--- config.mk ---
export PLATFORM = sky130hd
export DESIGN_NAME = sprb_regbank
export DESIGN_NICKNAME = d
export VERILOG_FILES = /design/src/common/sprb_pkg.sv /design/src/design/sprb_regbank.sv /design/src/design/sprb_burst_seq.sv
export SDC_FILE = /design/constraint.sdc
export NUM_CORES = 1
export LEC_CHECK = 0
export BUFFER_PORTS_ARGS = -buffer_cell sky130_fd_sc_hd__buf_2
export CORE_MARGIN = 4
export CORE_UTILIZATION = 59
export DETAILED_ROUTE_END_ITERATION = 16
export GPL_TIMING_DRIVEN = 0
export PLACE_DENSITY_LB_ADDON = 0.05
export SYNTH_ARGS = -nofsm -noshare
export SYNTH_HDL_FRONTEND = slang
export SYNTH_SLANG_ARGS = --single-unit
--- constraint.sdc ---
create_clock -name sys_clk -period 8.8 [get_ports sys_clk]
set_clock_uncertainty 0.05 [all_clocks]
set_input_delay 2.64 -clock sys_clk [delete_from_list [all_inputs] [get_ports sys_clk]]
set_output_delay 2.64 -clock sys_clk [all_outputs]
set_load 0.02 [all_outputs]
--- src/common/sprb_pkg.sv ---
// Shared constants and types for the readback, burst and supply-fault mask register bank
package sprb_pkg;

  // ------------------------------------------------------------
  // Widths
  // ------------------------------------------------------------
  localparam int unsigned ADDR_W   = 8;
  localparam int unsigned DATA_W   = 16;
  localparam int unsigned FAULT_W  = 7;
  localparam int unsigned BURST_W  = 10;
  localparam int unsigned HDR_W    = 7;
  localparam int unsigned DIN_W    = 4;

  // ------------------------------------------------------------
  // Register addresses
  // ------------------------------------------------------------
  localparam logic [7:0] SUPPLY_STATUS_ADDR = 8'h5B;
  localparam logic [7:0] FAULT_MASK_ADDR    = 8'h60;
  localparam logic [7:0] READBACK_CFG_ADDR  = 8'h64;
  localparam logic [7:0] BURST_MAP_ADDR     = 8'h65;

  // ------------------------------------------------------------
  // Reset values
  // ------------------------------------------------------------
  localparam logic [15:0] FAULT_MASK_RST   = 16'h0000;
  localparam logic [15:0] READBACK_CFG_RST = 16'h0000;
  localparam logic [15:0] BURST_MAP_RST    = 16'h03FF;
  localparam logic [15:0] SUPPLY_STAT_RST  = 16'h0000;

  // ------------------------------------------------------------
  // Field positions in the readback pointer register
  // ------------------------------------------------------------
  localparam int unsigned AUTO_RD_BIT  = 9;
  localparam int unsigned HDR_SEL_BIT  = 8;
  localparam int unsigned PTR_MSB      = 7;
  localparam int unsigned HDR_PTR_MSB  = 6;

  // Supply fault bit order: 6 cal memory, 5 output stage, 4 regulator_1v8_fault,
  // 3 analog_5v_rail_fault, 2 digital_rail_fault, 1 negative_rail_fault,
  // 0 positive_rail_fault

  // Addresses of the ten burst-selectable registers, index = include bit
  localparam logic [BURST_W*ADDR_W-1:0] BURST_ADDRS_DEF = {
    8'h5B, 8'h47, 8'h46, 8'h45, 8'h44, 8'h43, 8'h42, 8'h41, 8'h40, 8'h3F};

  // ------------------------------------------------------------
  // Carriers
  // ------------------------------------------------------------
  typedef struct packed {
    logic              wr;
    logic              rd;
    logic [ADDR_W-1:0] addr;
    logic [DATA_W-1:0] wdata;
  } sprb_req_t;

  typedef struct packed {
    logic              auto_rd_en;
    logic [HDR_W-1:0]  header;
    logic [ADDR_W-1:0] pointer;
  } sprb_frame_t;

endpackage : sprb_pkg

--- src/design/sprb_regbank.sv ---
// Supply fault mask, readback pointer and burst include registers with alert output
//
// Notes on behaviour
// Mask bit at 1 keeps its supply fault from driving the alert output.
// Masking only gates alert; the fault status bit still sets.
// Mask bits 6..0 line up with fault status bits; 15..7 read zero.
// Fault mask resets to all zeros, every fault may alert.
// Auto readback enable (bit 9) returns pointed register on every access.
// Header select 0 puts pointer bits 6..0 into read frame bits 30..24.
// Header select 1 puts ready, alert and four comparator flags there.
// Host writes 8-bit pointer; next read returns that register.
// Burst read skips selectable registers whose include bit is 0; resets 0x3FF.
// Include bits: fault, live, two results, four diagnostics, counter, supply.
// Registers without include bit are always returned inside a burst.
// The burst start register is always returned, even if deselected.
// A burst may start at comparator output, which has no include bit.
// Supply status bits stay set until written 1 after condition clears.
// Alert asserts while any unmasked fault bit is set.
// Reserved bits ignore writes and read as zero.
`timescale 1ns/100ps
`default_nettype none

module sprb_regbank (
  input  wire logic                              sys_clk,
  input  wire logic                              rst,
  input  wire logic                              ce,
  input  wire sprb_pkg::sprb_req_t               req,
  output logic      [sprb_pkg::DATA_W-1:0]       rd_data,
  output logic                                   rd_hit,
  input  wire logic [sprb_pkg::FAULT_W-1:0]      supply_fault_raw,
  input  wire logic                              other_alert,
  input  wire logic                              conv_ready,
  input  wire logic [sprb_pkg::DIN_W-1:0]        din_comp,
  output logic                                   alert_n_out,
  output logic                                   alert_n_oe,
  output sprb_pkg::sprb_frame_t                  frame,
  input  wire logic                              burst_start,
  input  wire logic [sprb_pkg::ADDR_W-1:0]       burst_start_addr,
  input  wire logic                              burst_next,
  input  wire logic                              burst_stop,
  output logic      [sprb_pkg::ADDR_W-1:0]       burst_addr,
  output logic                                   burst_active
);

  logic [sprb_pkg::FAULT_W-1:0]  fault_meta_reg, fault_meta_next;
  logic [sprb_pkg::FAULT_W-1:0]  fault_sync_reg, fault_sync_next;
  logic [sprb_pkg::FAULT_W-1:0]  status_reg,     status_next;
  logic [sprb_pkg::FAULT_W-1:0]  mask_reg,       mask_next;
  logic [sprb_pkg::DATA_W-1:0]   cfg_reg,        cfg_next;
  logic [sprb_pkg::BURST_W-1:0]  map_reg,        map_next;
  logic                          alert_reg,      alert_next;
  sprb_pkg::sprb_frame_t         frame_reg,      frame_next;
  logic [sprb_pkg::DATA_W-1:0]   rd_data_reg,    rd_data_next;
  logic                          rd_hit_reg,     rd_hit_next;
  logic [sprb_pkg::FAULT_W-1:0]  w1c;
  logic [sprb_pkg::DATA_W-1:0]   cfg_wmask;

  function automatic logic wr_hit(input sprb_pkg::sprb_req_t r, input logic [7:0] a);
    return r.wr && (r.addr == a);
  endfunction : wr_hit

  // ------------------------------------------------------------
  // Fault pin synchroniser
  // ------------------------------------------------------------
  // Monitors are analog comparators, so they are retimed before any use
  always_comb begin
    fault_meta_next = supply_fault_raw;
    fault_sync_next = fault_meta_reg;
  end

  always_ff @(posedge sys_clk or posedge rst) begin
    if (rst) begin
      fault_meta_reg <= '0;
      fault_sync_reg <= '0;
    end else if (ce) begin
      fault_meta_reg <= fault_meta_next;
      fault_sync_reg <= fault_sync_next;
    end
  end

  // ------------------------------------------------------------
  // Register file
  // ------------------------------------------------------------
  assign cfg_wmask = {6'h00, 1'b1, 1'b1, 8'hFF};
  assign w1c = wr_hit(req, sprb_pkg::SUPPLY_STATUS_ADDR) ?
               req.wdata[sprb_pkg::FAULT_W-1:0] : '0;

  always_comb begin
    // Set wins over the clear so a fault still present cannot be wiped
    status_next = (status_reg & ~w1c) | fault_sync_reg;       // see R2
    mask_next   = mask_reg;
    cfg_next    = cfg_reg;
    map_next    = map_reg;
    if (wr_hit(req, sprb_pkg::FAULT_MASK_ADDR)) begin
      mask_next = req.wdata[sprb_pkg::FAULT_W-1:0];           // see R3
    end
    if (wr_hit(req, sprb_pkg::READBACK_CFG_ADDR)) begin
      cfg_next = req.wdata & cfg_wmask;                       // see R8
    end
    if (wr_hit(req, sprb_pkg::BURST_MAP_ADDR)) begin
      map_next = req.wdata[sprb_pkg::BURST_W-1:0];            // see R9
    end
  end

  always_comb begin
    rd_data_next = rd_data_reg;
    rd_hit_next  = 1'b0;
    if (req.rd) begin
      rd_hit_next = 1'b1;
      case (req.addr)
        sprb_pkg::FAULT_MASK_ADDR:    rd_data_next = {9'h000, mask_reg};
        sprb_pkg::READBACK_CFG_ADDR:  rd_data_next = cfg_reg;
        sprb_pkg::BURST_MAP_ADDR:     rd_data_next = {6'h00, map_reg};
        sprb_pkg::SUPPLY_STATUS_ADDR: rd_data_next = {9'h000, status_reg};
        default: begin
          rd_data_next = '0;
          rd_hit_next  = 1'b0;
        end
      endcase
    end
  end

  // ------------------------------------------------------------
  // Alert and readback frame
  // ------------------------------------------------------------
  always_comb begin
    // Open-drain alert: pulled low while any unmasked fault stands
    alert_next = (|(status_next & ~mask_next)) | other_alert; // see R1
    frame_next.auto_rd_en = cfg_next[sprb_pkg::AUTO_RD_BIT];
    frame_next.pointer    = cfg_next[sprb_pkg::PTR_MSB:0];
    if (cfg_next[sprb_pkg::HDR_SEL_BIT]) begin
      frame_next.header = {conv_ready, alert_next, din_comp, 1'b0};
    end else begin
      frame_next.header = cfg_next[sprb_pkg::HDR_PTR_MSB:0];
    end
  end

  always_ff @(posedge sys_clk or posedge rst) begin
    if (rst) begin
      status_reg  <= sprb_pkg::SUPPLY_STAT_RST[sprb_pkg::FAULT_W-1:0];
      mask_reg    <= sprb_pkg::FAULT_MASK_RST[sprb_pkg::FAULT_W-1:0];
      cfg_reg     <= sprb_pkg::READBACK_CFG_RST;
      map_reg     <= sprb_pkg::BURST_MAP_RST[sprb_pkg::BURST_W-1:0];
      alert_reg   <= 1'b0;
      frame_reg   <= '0;
      rd_data_reg <= '0;
      rd_hit_reg  <= 1'b0;
    end else if (ce) begin
      status_reg  <= status_next;
      mask_reg    <= mask_next;
      cfg_reg     <= cfg_next;
      map_reg     <= map_next;
      alert_reg   <= alert_next;
      frame_reg   <= frame_next;
      rd_data_reg <= rd_data_next;
      rd_hit_reg  <= rd_hit_next;
    end
  end

  assign rd_data     = rd_data_reg;
  assign rd_hit      = rd_hit_reg;
  assign frame       = frame_reg;
  assign alert_n_out = 1'b0;
  assign alert_n_oe  = ~alert_reg;

  // ------------------------------------------------------------
  // Burst walker
  // ------------------------------------------------------------
  sprb_burst_seq u_burst (
    .sys_clk          (sys_clk),
    .rst              (rst),
    .ce               (ce),
    .include_map      (map_reg),
    .burst_start      (burst_start),
    .burst_start_addr (burst_start_addr),
    .burst_next       (burst_next),
    .burst_stop       (burst_stop),
    .burst_addr       (burst_addr),
    .burst_active     (burst_active)
  );
endmodule : sprb_regbank

`default_nettype wire

--- src/design/sprb_burst_seq.sv ---
// Burst read address walker that skips deselected registers
`timescale 1ns/100ps
`default_nettype none

module sprb_burst_seq #(
  parameter logic [sprb_pkg::BURST_W*sprb_pkg::ADDR_W-1:0] SEL_ADDRS = sprb_pkg::BURST_ADDRS_DEF
) (
  input  wire logic                          sys_clk,
  input  wire logic                          rst,
  input  wire logic                          ce,
  input  wire logic [sprb_pkg::BURST_W-1:0]  include_map,
  input  wire logic                          burst_start,
  input  wire logic [sprb_pkg::ADDR_W-1:0]   burst_start_addr,
  input  wire logic                          burst_next,
  input  wire logic                          burst_stop,
  output logic      [sprb_pkg::ADDR_W-1:0]   burst_addr,
  output logic                               burst_active
);

  localparam int unsigned MAX_STEP = sprb_pkg::BURST_W + 1;

  typedef enum logic {SPRB_IDLE, SPRB_RUN} sprb_bstate_t;

  sprb_bstate_t                    state_reg, state_next;
  logic [sprb_pkg::ADDR_W-1:0]     addr_reg, addr_next;
  logic [sprb_pkg::ADDR_W-1:0]     start_reg, start_next;

  // ------------------------------------------------------------
  // Address classification
  // ------------------------------------------------------------
  function automatic logic keep_addr(input logic [sprb_pkg::ADDR_W-1:0] a,
                                     input logic [sprb_pkg::BURST_W-1:0] map);
    logic k;
    k = 1'b1;
    for (int j = 0; j < sprb_pkg::BURST_W; j++) begin
      if (a == SEL_ADDRS[j*sprb_pkg::ADDR_W +: sprb_pkg::ADDR_W]) begin
        k = map[j];                                           // see R9
      end
    end
    return k;
  endfunction : keep_addr

  // Nine selectable registers (0x3F to 0x47) can be skipped in a row at most, so eleven steps always land
  function automatic logic [sprb_pkg::ADDR_W-1:0] next_kept(
      input logic [sprb_pkg::ADDR_W-1:0] cur, input logic [sprb_pkg::BURST_W-1:0] map);
    logic [sprb_pkg::ADDR_W-1:0] res;
    logic [sprb_pkg::ADDR_W-1:0] cand;
    logic                        found;
    res   = cur + 8'h01;
    found = 1'b0;
    for (int i = 1; i <= MAX_STEP; i++) begin
      cand = cur + sprb_pkg::ADDR_W'(i);
      if (!found && keep_addr(cand, map)) begin
        res   = cand;
        found = 1'b1;
      end
    end
    return res;
  endfunction : next_kept

  // ------------------------------------------------------------
  // Walker
  // ------------------------------------------------------------
  always_comb begin
    state_next = state_reg;
    addr_next  = addr_reg;
    start_next = start_reg;
    case (state_reg)
      SPRB_IDLE: begin
        if (burst_start) begin
          state_next = SPRB_RUN;
          addr_next  = burst_start_addr;                      // see R12
          start_next = burst_start_addr;
        end
      end
      SPRB_RUN: begin
        if (burst_stop) begin
          state_next = SPRB_IDLE;
        end else if (burst_next) begin
          addr_next = next_kept(addr_reg, include_map);
        end
      end
      default: begin
        state_next = SPRB_IDLE;
      end
    endcase
  end

  always_ff @(posedge sys_clk or posedge rst) begin
    if (rst) begin
      state_reg <= SPRB_IDLE;
      addr_reg  <= 8'h00;
      start_reg <= 8'h00;
    end else if (ce) begin
      state_reg <= state_next;
      addr_reg  <= addr_next;
      start_reg <= start_next;
    end
  end

  assign burst_addr   = addr_reg;
  assign burst_active = (state_reg == SPRB_RUN);
endmodule : sprb_burst_seq

`default_nettype wire

After elaboration in Yosys (flattened, before gate mapping)
Cells that the tools add are included.
- bitwise gates (word level): 8
- multiplexer cells: 207
- equality and inequality tests: 117
- reductions and logical operators: 29
- add/sub/neg operators: 11
- operators with widths (operator ; number):
    8-bit by 7-bit equality test with 1-bit output, second input constant ; 103
    1-bit 2-to-1 mux ; 187
    8-bit 2-to-1 mux ; 13
    8-bit by 6-bit equality test with 1-bit output, second input constant ; 11
    10-bit case mux with 4 select lines ; 1
    8-bit by 3-bit adder with 8-bit output, second input constant ; 4
    8-bit by 4-bit adder with 8-bit output, second input constant ; 4
    7-bit 2-to-1 mux ; 3
    8-bit by 2-bit adder with 8-bit output, second input constant ; 2
    8-bit case mux with 2 select lines ; 1
    7-bit bitwise AND ; 2
    1-bit logical AND ; 14
    7-bit NOT ; 2
    1-bit logical NOT ; 10
    10-bit 2-to-1 mux ; 1
    8-bit by 1-bit adder with 8-bit output, second input constant ; 1
    7-bit OR ; 1
    7-bit OR reduction ; 1
    2-bit inequality test, second input constant ; 3
    2-bit AND reduction ; 2
    4-bit AND reduction ; 1
    4-bit OR reduction ; 1
    1-bit NOT ; 2
    1-bit case mux with 2 select lines ; 1
    1-bit OR ; 1
- input port bits: 53
- register bits: 91
- logic and storage cells: 386
- output and inout bits: 44

Longest topological paths before layout
Gate-level depths: netlist (run 1).
- depth in word-level cells: 79
- depth in mapped cells: 18
- depth with buffers taken out: 13

Cells and area by module
From an unflattened synthesis (run 1), not the netlist that was laid out.
- cell total of the unflattened synthesis: 916
- area, all modules: 7719.9 sq um
- by module, submodules not included (module ; seq. area each (sq um) ; area an instance (sq um) ; cells an instance ; instances):
    sprb_burst_seq ; 225.2 ; 4291.6 ; 629 ; 1
    sprb_regbank ; 1689.1 ; 3428.3 ; 287 ; 1

Least setup slack after synthesis (run 1)
Ideal clock, no wire load.
- path kind: input -> register
- start point: input port req[20] (netlist bit)
- end point: register frame_reg, in the netlist frame[13]
- data required time: 8673 ps
- cell stages on the path: 9
- library setup time: 77 ps
- buffers on the path: 0
- slack: 3709 ps
- data arrival time: 4964 ps
- path through: or4b_2 nor4_2 nand2_1 a221oi_1 a21oi_1 and4_1 a211oi_1 a21oi_1 a21oi_1
- longest elaborated chain between the ends: 10
- elaborated cells between the ends (all ways): 17
- those cells by class: eq/ne: 3; mux: 4; bitwise: 6; reduce/logical: 4
- RTL lines (element ; line ; text):
    start, declared ; sprb_regbank.sv:27 ; input wire sprb_pkg::sprb_req_t req,
    8-bit by 7-bit equality test with 1-bit output ; sprb_regbank.sv:59 ; return r.wr && (r.addr == a);
    1-bit logical AND ; sprb_regbank.sv:59 ;
    7-bit 2-to-1 mux ; sprb_regbank.sv:85 ; assign w1c = wr_hit(req, sprb_pkg::SUPPLY_STATUS_ADDR) ?
    7-bit NOT ; sprb_regbank.sv:90 ; status_next = (status_reg & ~w1c) | fault_sync_reg;
    7-bit bitwise AND ; sprb_regbank.sv:90 ;
    7-bit OR ; sprb_regbank.sv:90 ;
    7-bit bitwise AND ; sprb_regbank.sv:128 ; alert_next = (|(status_next & ~mask_next)) | other_alert;
    7-bit OR reduction ; sprb_regbank.sv:128 ;
    1-bit OR ; sprb_regbank.sv:128 ;
    7-bit 2-to-1 mux (*) ; sprb_regbank.sv:131 ; if (cfg_next[sprb_pkg::HDR_SEL_BIT]) begin
    end signal, assigned ; sprb_regbank.sv:154 ; frame_reg <= frame_next;
    end, declared ; sprb_regbank.sv:52 ; sprb_pkg::sprb_frame_t frame_reg, frame_next;
Mark *: on every way between the ends. The rest lies on a longest branch, timed or not.
A chain may end at the register's enable or synchronous reset.

Final worst setup path (run 1)
- start point: register u_burst.addr_reg, in the netlist u_burst.burst_addr[1]
- end point: register u_burst.addr_reg, in the netlist u_burst.burst_addr[1]
- longest elaborated chain between the ends: 79
- elaborated cells between the ends (all ways): 337
- those cells by class: add/sub: 11; eq/ne: 110; mux: 196; reduce/logical: 20
- RTL lines (element ; line ; text):
    start, declared ; sprb_burst_seq.sv:25 ; logic [sprb_pkg::ADDR_W-1:0] addr_reg, addr_next;
    start signal, assigned ; sprb_burst_seq.sv:96 ; addr_reg <= addr_next;
    8-bit by 1-bit adder with 8-bit output ; sprb_burst_seq.sv:49, sprb_burst_seq.sv:52 ;
    8-bit by 6-bit equality test with 1-bit output ; sprb_burst_seq.sv:36 ; if (a == SEL_ADDRS[j*sprb_pkg::ADDR_W +: sprb_pkg::ADDR_W]) begin
    1-bit 2-to-1 mux (10 in a row) ; sprb_burst_seq.sv:36 ;
    1-bit 2-to-1 mux ; sprb_burst_seq.sv:79 ; end else if (burst_next) begin
    1-bit 2-to-1 mux ; sprb_burst_seq.sv:77 ; if (burst_stop) begin
    1-bit 2-to-1 mux ; sprb_burst_seq.sv:68 ; case (state_reg)
    1-bit 2-to-1 mux ; sprb_burst_seq.sv:53 ; if (!found && keep_addr(cand, map)) begin
    1-bit 2-to-1 mux ; sprb_burst_seq.sv:79 ;
    [... 54 more ...] ; n/a ;
    1-bit 2-to-1 mux ; sprb_burst_seq.sv:77 ;
    1-bit 2-to-1 mux ; sprb_burst_seq.sv:68 ;
    1-bit logical NOT ; sprb_burst_seq.sv:53 ;
    1-bit logical AND ; sprb_burst_seq.sv:53 ;
    8-bit 2-to-1 mux (*) ; sprb_burst_seq.sv:53 ;
    8-bit 2-to-1 mux (*) ; sprb_burst_seq.sv:79 ;
    8-bit 2-to-1 mux (*) ; sprb_burst_seq.sv:77 ;
    8-bit case mux with 2 select lines (*) ; sprb_burst_seq.sv:68 ;
Mark *: on every way between the ends. The rest lies on a longest branch, timed or not. The select of a mux whose other input is x is not followed.

==> out/qor.log, run 1 <==
INFO  status         status=finished, final reports clean
INFO  clocking       cts_hold_buffers=0
INFO  setup_path     critPathLaunchType=flip-flop
INFO  synth          synth_adder_area_share=0.03149
INFO  synth          post_synth_mux_area_share=0.06707
INFO  drt            avgRoutedWirePerCell=23.92µm
INFO  layout         final_cell_count_no_fill=1259
INFO  placement      gp_congestion=1.128
INFO  synth          ys_seq_area_frac=0.2409
INFO  sta            rsz_0062_raised_after_global_routing=false
INFO  drt            num_vias=8736
INFO  setup_path     reg2reg_depth=14
INFO  global_route   global_route_wire_length_before_repair=45.40mm
INFO  clocking       clock_latency=340ps
INFO  floorplanning  chipHeight=124.1µm
INFO  setup_path     reg2reg_setup_slack=2530ps
INFO  sta            timing.fmax=159.6MHz
INFO  synth          synthFlopType=dfrtp_1
INFO  clocking       tritoncts.num_buffers=9
INFO  synth          synth-edff-count=0
INFO  layout         layout.nets=1150
INFO  synth          syn_area=7948µm²
INFO  drt            final_antenna_net_count=0
INFO  sta            fin_tns_setup=0ps
INFO  clocking       clock_tree.htree_level_count=3
INFO  drt            initialDrtViolationCount=1502
INFO  setup_path     worst_setup_path_startpoint=u_burst.burst_addr[1]$_DFFE_PP0P_
INFO  setup_path     worstSetupEndpoint=u_burst.burst_addr[1]$_DFFE_PP0P_
INFO  synth          combinational_family_with_the_most_area_after_synthesis=compound AO/OA/AOI/OAI gates
INFO  setup_path     worstSetupPathType=reg2reg
INFO  synth          postSynthAreaPerCell=8.135µm²
INFO  sta            final-hold-violation-count=0
INFO  clocking       clk_pin_slew=60ps
INFO  synth          post_synth_xor_area_fraction=0.05620
INFO  sta            worst_slew_pin_slew=1106ps
INFO  floorplanning  die-area=15390µm²
INFO  setup_path     critical_path_required=9020ps
INFO  drt            drt_drc_violations_left=0
INFO  pwr            report.power.total=2966µW
INFO  clocking       cts.root.buffer_cell=clkbuf_16
INFO  layout         multi_input_comb_area=5512µm²
INFO  floorplanning  die_width=124.1µm
INFO  layout         design_area=8939µm²
INFO  floorplanning  ioPinCount=97
INFO  layout         synthToLayoutAreaGrowth=12.47%
INFO  placement      dpl_cell_area=8637µm²
INFO  synth          yosysTopAreaCellShare=0.2078
INFO  layout         mostFrequentLayoutCell=nand2_1
INFO  placement      placed_cells=1242
INFO  sta            finalSetupViolCount=0
INFO  synth          synth-warning-count=0
INFO  sta            report.final.slew_viol_count=0
INFO  synth          netlist.top_cell.by_area=dfrtp_1
INFO  min_path       hold_path.class=reg2reg
INFO  layout         seqCellArea=1914µm²
INFO  clocking       cts-root-to-sink-buffers=2
INFO  synth          post_synth_num_cell_types=101
INFO  pwr            powerDensity=331.9nW/µm²
INFO  synth          post_synth_and_or_nand_nor_area_fraction=0.2457
INFO  global_route   initial_antenna_violation_count=5
INFO  sta            finalCriticalPeriod=6267ps
INFO  clocking       cts_num_sinks=76
INFO  clocking       cts.repair.resized=0
INFO  layout         layout.filler_cells=1194
INFO  placement      port_buffers=82
INFO  setup_path     crit_fanout=10
INFO  sta            slew_headroom=0.2629
INFO  synth          compound_cell_area_share_of_the_yosys_netlist=0.2889
INFO  synth          cell_count_after_synthesis=977
INFO  drt            wirelength=30.12mm
INFO  drt            number_of_detailed_route_iterations_in_the_first_pass=7
INFO  pwr            p_leak=0.003702µW
INFO  floorplanning  start_util=0.6002
INFO  layout         commonest_cells_after_routing_fill_and_taps_aside=nand2_1 (105), buf_2 (101), dfrtp_1 (66)
INFO  global_route   grt_overflow_total=0
INFO  setup_path     critPathCaptureType=flip-flop
INFO  floorplanning  core-area=13240µm²
INFO  global_route   grt_max_degree=50
INFO  floorplanning  fp_rows=42
INFO  clocking       tritoncts=yes
INFO  global_route   global_route.usage.total=0.3915
INFO  placement      dp_hpwl=22.65mm
INFO  setup_path     worst_r2r_startpoint=u_burst.burst_addr[1]$_DFFE_PP0P_
INFO  synth          postSynthRegisterBits=76
INFO  layout         final_layout_size_suffix_gt1_frac=0.2153
INFO  pwr            peakVddDrop=178.3µV
INFO  synth          netlist_top_cells_area=dfrtp_1 (21%), mux2_2 (6.0%), nand2_1 (5.0%)
INFO  setup_path     r2r_end=u_burst.burst_addr[1]$_DFFE_PP0P_
INFO  synth          synth-async-reset-ratio=1.000
INFO  clocking       cts.repair_timing.setup_buffer_count=0
INFO  sta            final.period_utilization=0.7122
INFO  flow_run       drv.max_cap_violation_count=0
INFO  global_route   grt_pass1_vias=8104
INFO  setup_path     cp.arrival=6480ps
INFO  drt            post_drt_via_cell_ratio=6.939
where the power goes:
part | switching (µW) | leakage (µW) | total, µW | internal, µW
sequential | 65.0 | 0.000928 | 449 | 384
clock | 153 | 0.000147 | 376 | 222
combinational | 1460 | 0.00263 | 2140 | 684
total | 1680 | 0.00370 | 2970 | 1290
cells in the mapped netlist, types with 6 or more instances:
library cell / n
a211oi_1: 14
a21boi_0: 9
a21o_1: 10
a21oi_1: 56
a222oi_1: 8
a22o_1: 24
a22oi_1: 7
a31oi_1: 7
and2_1: 12
and3_1: 8
and3b_1: 7
buf_2: 19
buf_4: 21
clkbuf_1: 40
dfrtp_1: 66
dfstp_2: 10
ha_1: 20
inv_1: 24
mux2_2: 42
mux2i_1: 6
nand2_1: 105
nand2b_1: 20
nand3_1: 23
nand3b_1: 11
nand4_1: 11
nor2_1: 45
nor2b_1: 13
nor3_1: 30
nor3b_1: 9
nor4_1: 15
o2111ai_1: 7
o211ai_1: 14
o21a_1: 9
o21ai_0: 36
o22a_1: 9
o22ai_1: 8
o31a_1: 6
o31ai_1: 8
or2_2: 7
xnor2_1: 27
xor2_1: 24
stage by stage:
step / hold WS [ps] / setup slack (ps) / utilization
detailed placement: 438.7 / 2993 / 0.6522
global placement: 433.9 / 2781 / 0.6495
global route: 459.0 / 2434 / 0.6748
floorplan: 425.0 / 3709 / -
CTS: 452.8 / 2878 / 0.6748
finish: 450.7 / 2533 / 0.6750
layout make-up:
type                       count  area share
multi-input combinational    792      0.6166
sequential                    76      0.2142
timing repair buffer          83     0.04899
buffer                        85     0.04899
clock buffer                  10     0.02562
tap                          176     0.02464
inverter                      30     0.01288
clock inverter                 6    0.007839
antenna                        1   0.0002800
cell families (layout without fill, tap and decap cells):
| logic type | count (synthesis) | after routing |
|---|---|---|
| adders and majority gates | 20 | 20 |
| other | 1 | 8 |
| buffers and inverters | 115 | 214 |
| AOI/OAI and AO/OA | 308 | 308 |
| muxes | 48 | 48 |
| xor gates and xnor gates | 51 | 51 |
| DFF | 76 | 76 |
| and+or+nand+nor | 358 | 358 |
critical path, stage by stage (launching register included):
cell,delay (ps)
dfrtp_1,650
clkbuf_1,600
inv_1,400
ha_1,600
clkbuf_1,520
clkinv_1,550
a221oi_1,520
nor3_1,100
a221o_1,410
nor3_1,550
nor3b_4,460
a21oi_1,170
o211a_1,190
a221o_1,290
a21oi_1,110
per-layer routing:
metal,GRT usage,share of wire,wire length [µm],vias to the layer above
met5,0,0.0014,43,-
met4,0.1567,0.036,1092,8
met3,0.1644,0.16,4916,133
met2,0.5314,0.40,12070,658
met1,0.5459,0.40,12000,4069
li1,-,-,-,3868
worst min-delay path by stage:
| stage | from | endpoint | slack [ps] | cells after the start |
|---|---|---|---|---|
| after global placement | rd_data[9]$_DFFE_PP0P_ | rd_data[9]$_DFFE_PP0P_ | 430 | 1 |
| after global routing | rd_data[8]$_DFFE_PP0P_ | rd_data[8]$_DFFE_PP0P_ | 460 | 1 |
| after floorplan | fault_meta_reg[0]$_DFFE_PP0P_ | fault_meta_reg[0]$_DFFE_PP0P_ | 420 | 1 |
| after CTS | rd_data[0]$_DFFE_PP0P_ | rd_data[0]$_DFFE_PP0P_ | 450 | 1 |
| final | rd_data[1]$_DFFE_PP0P_ | rd_data[1]$_DFFE_PP0P_ | 450 | 1 |
| after detailed placement | rd_data[0]$_DFFE_PP0P_ | rd_data[0]$_DFFE_PP0P_ | 440 | 1 |
No activity file was read; power rests on OpenSTA's default activity.
==> run 2, diff against run 1 <==
Clock period 8.8 ns to 5.8 ns, I/O delays scaled along.
==> run 2 against run 1 <==
  * First-iteration DRC count up 0.33%
  * Clock-buffer cell count unchanged
  * Sequential share of layout area about the same
  * Worst hold slack about the same
  * Utilization about the same
  * Maximum frequency up 12%
  * Final area about the same
  * Via count up 0.70%
  * Routed wire length down 0.47%
  * Global-route usage unchanged
  * Final cell count about the same
  * Largest power group unchanged
==> out/qor.log, run 2 (synthesis results as in run 1) <==
INFO  clocking       cts.root.buffer_cell=clkbuf_16
INFO  sta            final-hold-violation-count=0 [unchanged]
INFO  floorplanning  die_width=124.1µm [unchanged]
INFO  global_route   grt_overflow_total=0 [unchanged]
INFO  sta            finalSetupViolCount=0 [unchanged]
INFO  layout         layout.nets=1150 [unchanged]
INFO  global_route   initial_antenna_violation_count=5 [unchanged]
INFO  floorplanning  ioPinCount=97 [unchanged]
INFO  setup_path     worst_r2r_startpoint=u_burst.burst_addr[2]$_DFFE_PP0P_
INFO  pwr            intPower=1960µW [+52%]
INFO  placement      port_buffers=82 [unchanged]
INFO  pwr            part_of_the_total_power_dissipated_in_sequential_elements=0.151 [about the same]
INFO  layout         synthToLayoutAreaGrowth=12.55% [about the same]
INFO  pwr            powerDensity=503.9nW/µm² [+52%]
INFO  placement      gp_congestion=1.128 [unchanged]
INFO  clocking       tritoncts.num_buffers=9 [unchanged]
INFO  layout         seqCellArea=1914µm² [unchanged]
INFO  layout         final_core_util=0.6755 [about the same]
INFO  sta            slew_headroom=0.2750 [+0.01214]
INFO  setup_path     critPathCaptureType=flip-flop
INFO  drt            met2_wirelength=11.97mm [-0.84%]
INFO  layout         final_layout_size_suffix_gt1_frac=0.2181 [+0.002773]
INFO  layout         layout.filler_cells=1193 [-0.084%]
INFO  drt            avgRoutedWirePerCell=23.79µm [-0.55%]
INFO  global_route   global_route_wire_length_before_repair=45.40mm [unchanged]
INFO  sta            timing.fmax=178.8MHz [+12%]
INFO  min_path       hold_end=rd_data[1]$_DFFE_PP0P_
INFO  clocking       clock_latency=340ps [about the same]
INFO  clocking       cts_num_sinks=76 [unchanged]
INFO  drt            top_signal_layer_used=met5
INFO  clocking       clk_pin_slew=60ps [about the same]
INFO  floorplanning  die-area=15390µm² [unchanged]
INFO  sta            report.final.slew_viol_count=0 [unchanged]
INFO  setup_path     reg2reg_depth=15 [+1]
INFO  placement      post-place-ws=-6.997ps [-3000 ps]
INFO  drt            number_of_detailed_route_iterations_in_the_first_pass=6 [-1]
INFO  drt            post_drt_via_cell_ratio=6.982 [+0.62%]
INFO  clocking       cts_hold_buffers=0 [unchanged]
INFO  layout         mostFrequentLayoutCell=nand2_1
INFO  min_path       cells_on_worst_hold_path=1 [unchanged]
INFO  setup_path     r2r_end=u_burst.burst_addr[1]$_DFFE_PP0P_
INFO  global_route   grt_pass1_vias=8104 [unchanged]
INFO  pwr            power_switching=2547µW [+52%]
INFO  drt            m1WireLength=11.93mm [-0.58%]
INFO  pwr            share_of_power_burned_in_the_clock_network=0.126 [about the same]
INFO  placement      dp_hpwl=22.65mm [unchanged]
INFO  sta            post-route-worst-setup-slack=208.0ps [-2325 ps]
INFO  sta            finalCriticalPeriod=5592ps [-675.2 ps]
INFO  setup_path     worstSetupPathType=reg2reg
INFO  global_route   global_route.usage.total=0.3915 [unchanged]
INFO  clocking       tritoncts=yes
INFO  drt            num_vias=8797 [+0.70%]
INFO  drt            dr_wl_met3=4.869mm [-0.96%]
INFO  pwr            p_comb_frac=0.723 [about the same]
INFO  status         status=finished, final reports clean
INFO  floorplanning  start_util=0.6002 [unchanged]
INFO  drt            initialDrtViolationCount=1507 [+0.33%]
INFO  floorplanning  fp_rows=42 [unchanged]
INFO  clocking       cts-root-to-sink-buffers=2 [unchanged]
INFO  setup_path     reg2reg_setup_slack=210ps [-2320 ps]
INFO  drt            drt_drc_violations_left=0 [unchanged]
INFO  setup_path     crit_fanout=15 [+5]
INFO  min_path       hold_path_startpoint=rd_data[1]$_DFFE_PP0P_
INFO  pwr            p_leak=0.003710µW [+0.22%]
INFO  global_route   grt_max_degree=50 [unchanged]
INFO  setup_path     cp.arrival=5810ps [-670 ps]
INFO  min_path       hold_path.class=reg2reg
INFO  setup_path     critical_path_required=6020ps [-3000 ps]
INFO  sta            final.period_utilization=0.9641 [+0.2520]
INFO  layout         multi_input_comb_area=5512µm² [unchanged]
INFO  floorplanning  core-area=13240µm² [unchanged]
INFO  setup_path     critPathLaunchType=flip-flop
INFO  drt            final_antenna_net_count=0 [unchanged]
INFO  pwr            switching_share=0.5651 [about the same]
INFO  drt            wirelength=29.98mm [-0.47%]
INFO  flow_run       drv.max_cap_violation_count=0 [unchanged]
INFO  sta            rsz_0062_raised_after_global_routing=false
INFO  clocking       clock_tree.htree_level_count=3 [unchanged]
INFO  sta            worst_slew_pin_slew=1087ps [-18.21 ps]
INFO  floorplanning  chipHeight=124.1µm [unchanged]
INFO  pwr            peakVddDrop=271.5µV [+52%]
INFO  layout         commonest_cells_after_routing_fill_and_taps_aside=nand2_1 (105), buf_2 (101), dfrtp_1 (66)
run 2: changes by cell type in the layout (fill, tap and decap cells not counted), sizes merged:
| cell | delta |
|---|---|
| diode | +1 |
run 2: critical path, stage by stage, from the launching register on:
cell     delay [ps]
dfrtp_1         720
buf_2           360
inv_2           240
ha_1            260
buf_4           170
a21oi_1         300
xor2_1          310
or4b_1          610
o32a_1          310
o32a_1          430
nor3_1          530
nor3b_4         460
a21oi_1         180
o211a_1         190
a221o_1         290
a21oi_1         110
run 2: metrics by stage:
step	hold WS, ps	instance area [µm²]	setup TNS, ps	power [µW]	std cells
global route	459.0	8940	0	4653	1258
floorplan	425.0	7970	0	2764	983
CTS	452.8	8937	0	4289	1258
detailed placement	438.7	8637	-6.997	3706	1242
finish	450.6	8945	0	4507	1260
global placement	433.9	8601	-70.48	3705	1241
run 2: repair_timing:
action,in CTS,in global routing
endpoints found under the setup margin,4,7
resized for setup,1,4
setup buffers,0,0
run 2: per-layer routing:
layer	GRT usage	up-vias
met5	0	-
met4	0.1567	4
met3	0.1644	127
met2	0.5311	674
met1	0.5462	4125
li1	-	3867
run 2: worst max path at each step:
stage	slack, ps	startpoint	cells past startpoint	end
after floorplan	1400	u_burst.burst_addr[2]$_DFFE_PP0P_	15	u_burst.burst_addr[1]$_DFFE_PP0P_
after global placement	-50	u_burst.burst_addr[1]$_DFFE_PP0P_	14	u_burst.burst_addr[1]$_DFFE_PP0P_
after detailed placement	-7	u_burst.burst_addr[1]$_DFFE_PP0P_	14	u_burst.burst_addr[1]$_DFFE_PP0P_
after CTS	80	u_burst.burst_addr[1]$_DFFE_PP0P_	14	u_burst.burst_addr[1]$_DFFE_PP0P_
after global routing	100	u_burst.burst_addr[2]$_DFFE_PP0P_	15	u_burst.burst_addr[1]$_DFFE_PP0P_
final	210	u_burst.burst_addr[2]$_DFFE_PP0P_	15	u_burst.burst_addr[1]$_DFFE_PP0P_
run 2: cell type report:
class	instances	share of cell area
clock inverters	6	0.007833
flip-flops and latches	76	0.2140
well taps	176	0.02462
inverters	30	0.01301
diodes	2	0.0005595
multi-input cells	792	0.6162
plain buffers	85	0.04924
repair buffers	83	0.04896
clock buffers	10	0.02560
run 2: power groups by stage:
stage | registers [µW] | logic, µW | clock network (µW)
2_1_floorplan | 687 | 2080 | 0
3_3_place_gp | 681 | 3020 | 0
3_5_place_dp | 683 | 3020 | 0
4_1_cts | 673 | 3040 | 573
5_1_grt | 685 | 3370 | 599
6_report | 680 | 3260 | 569
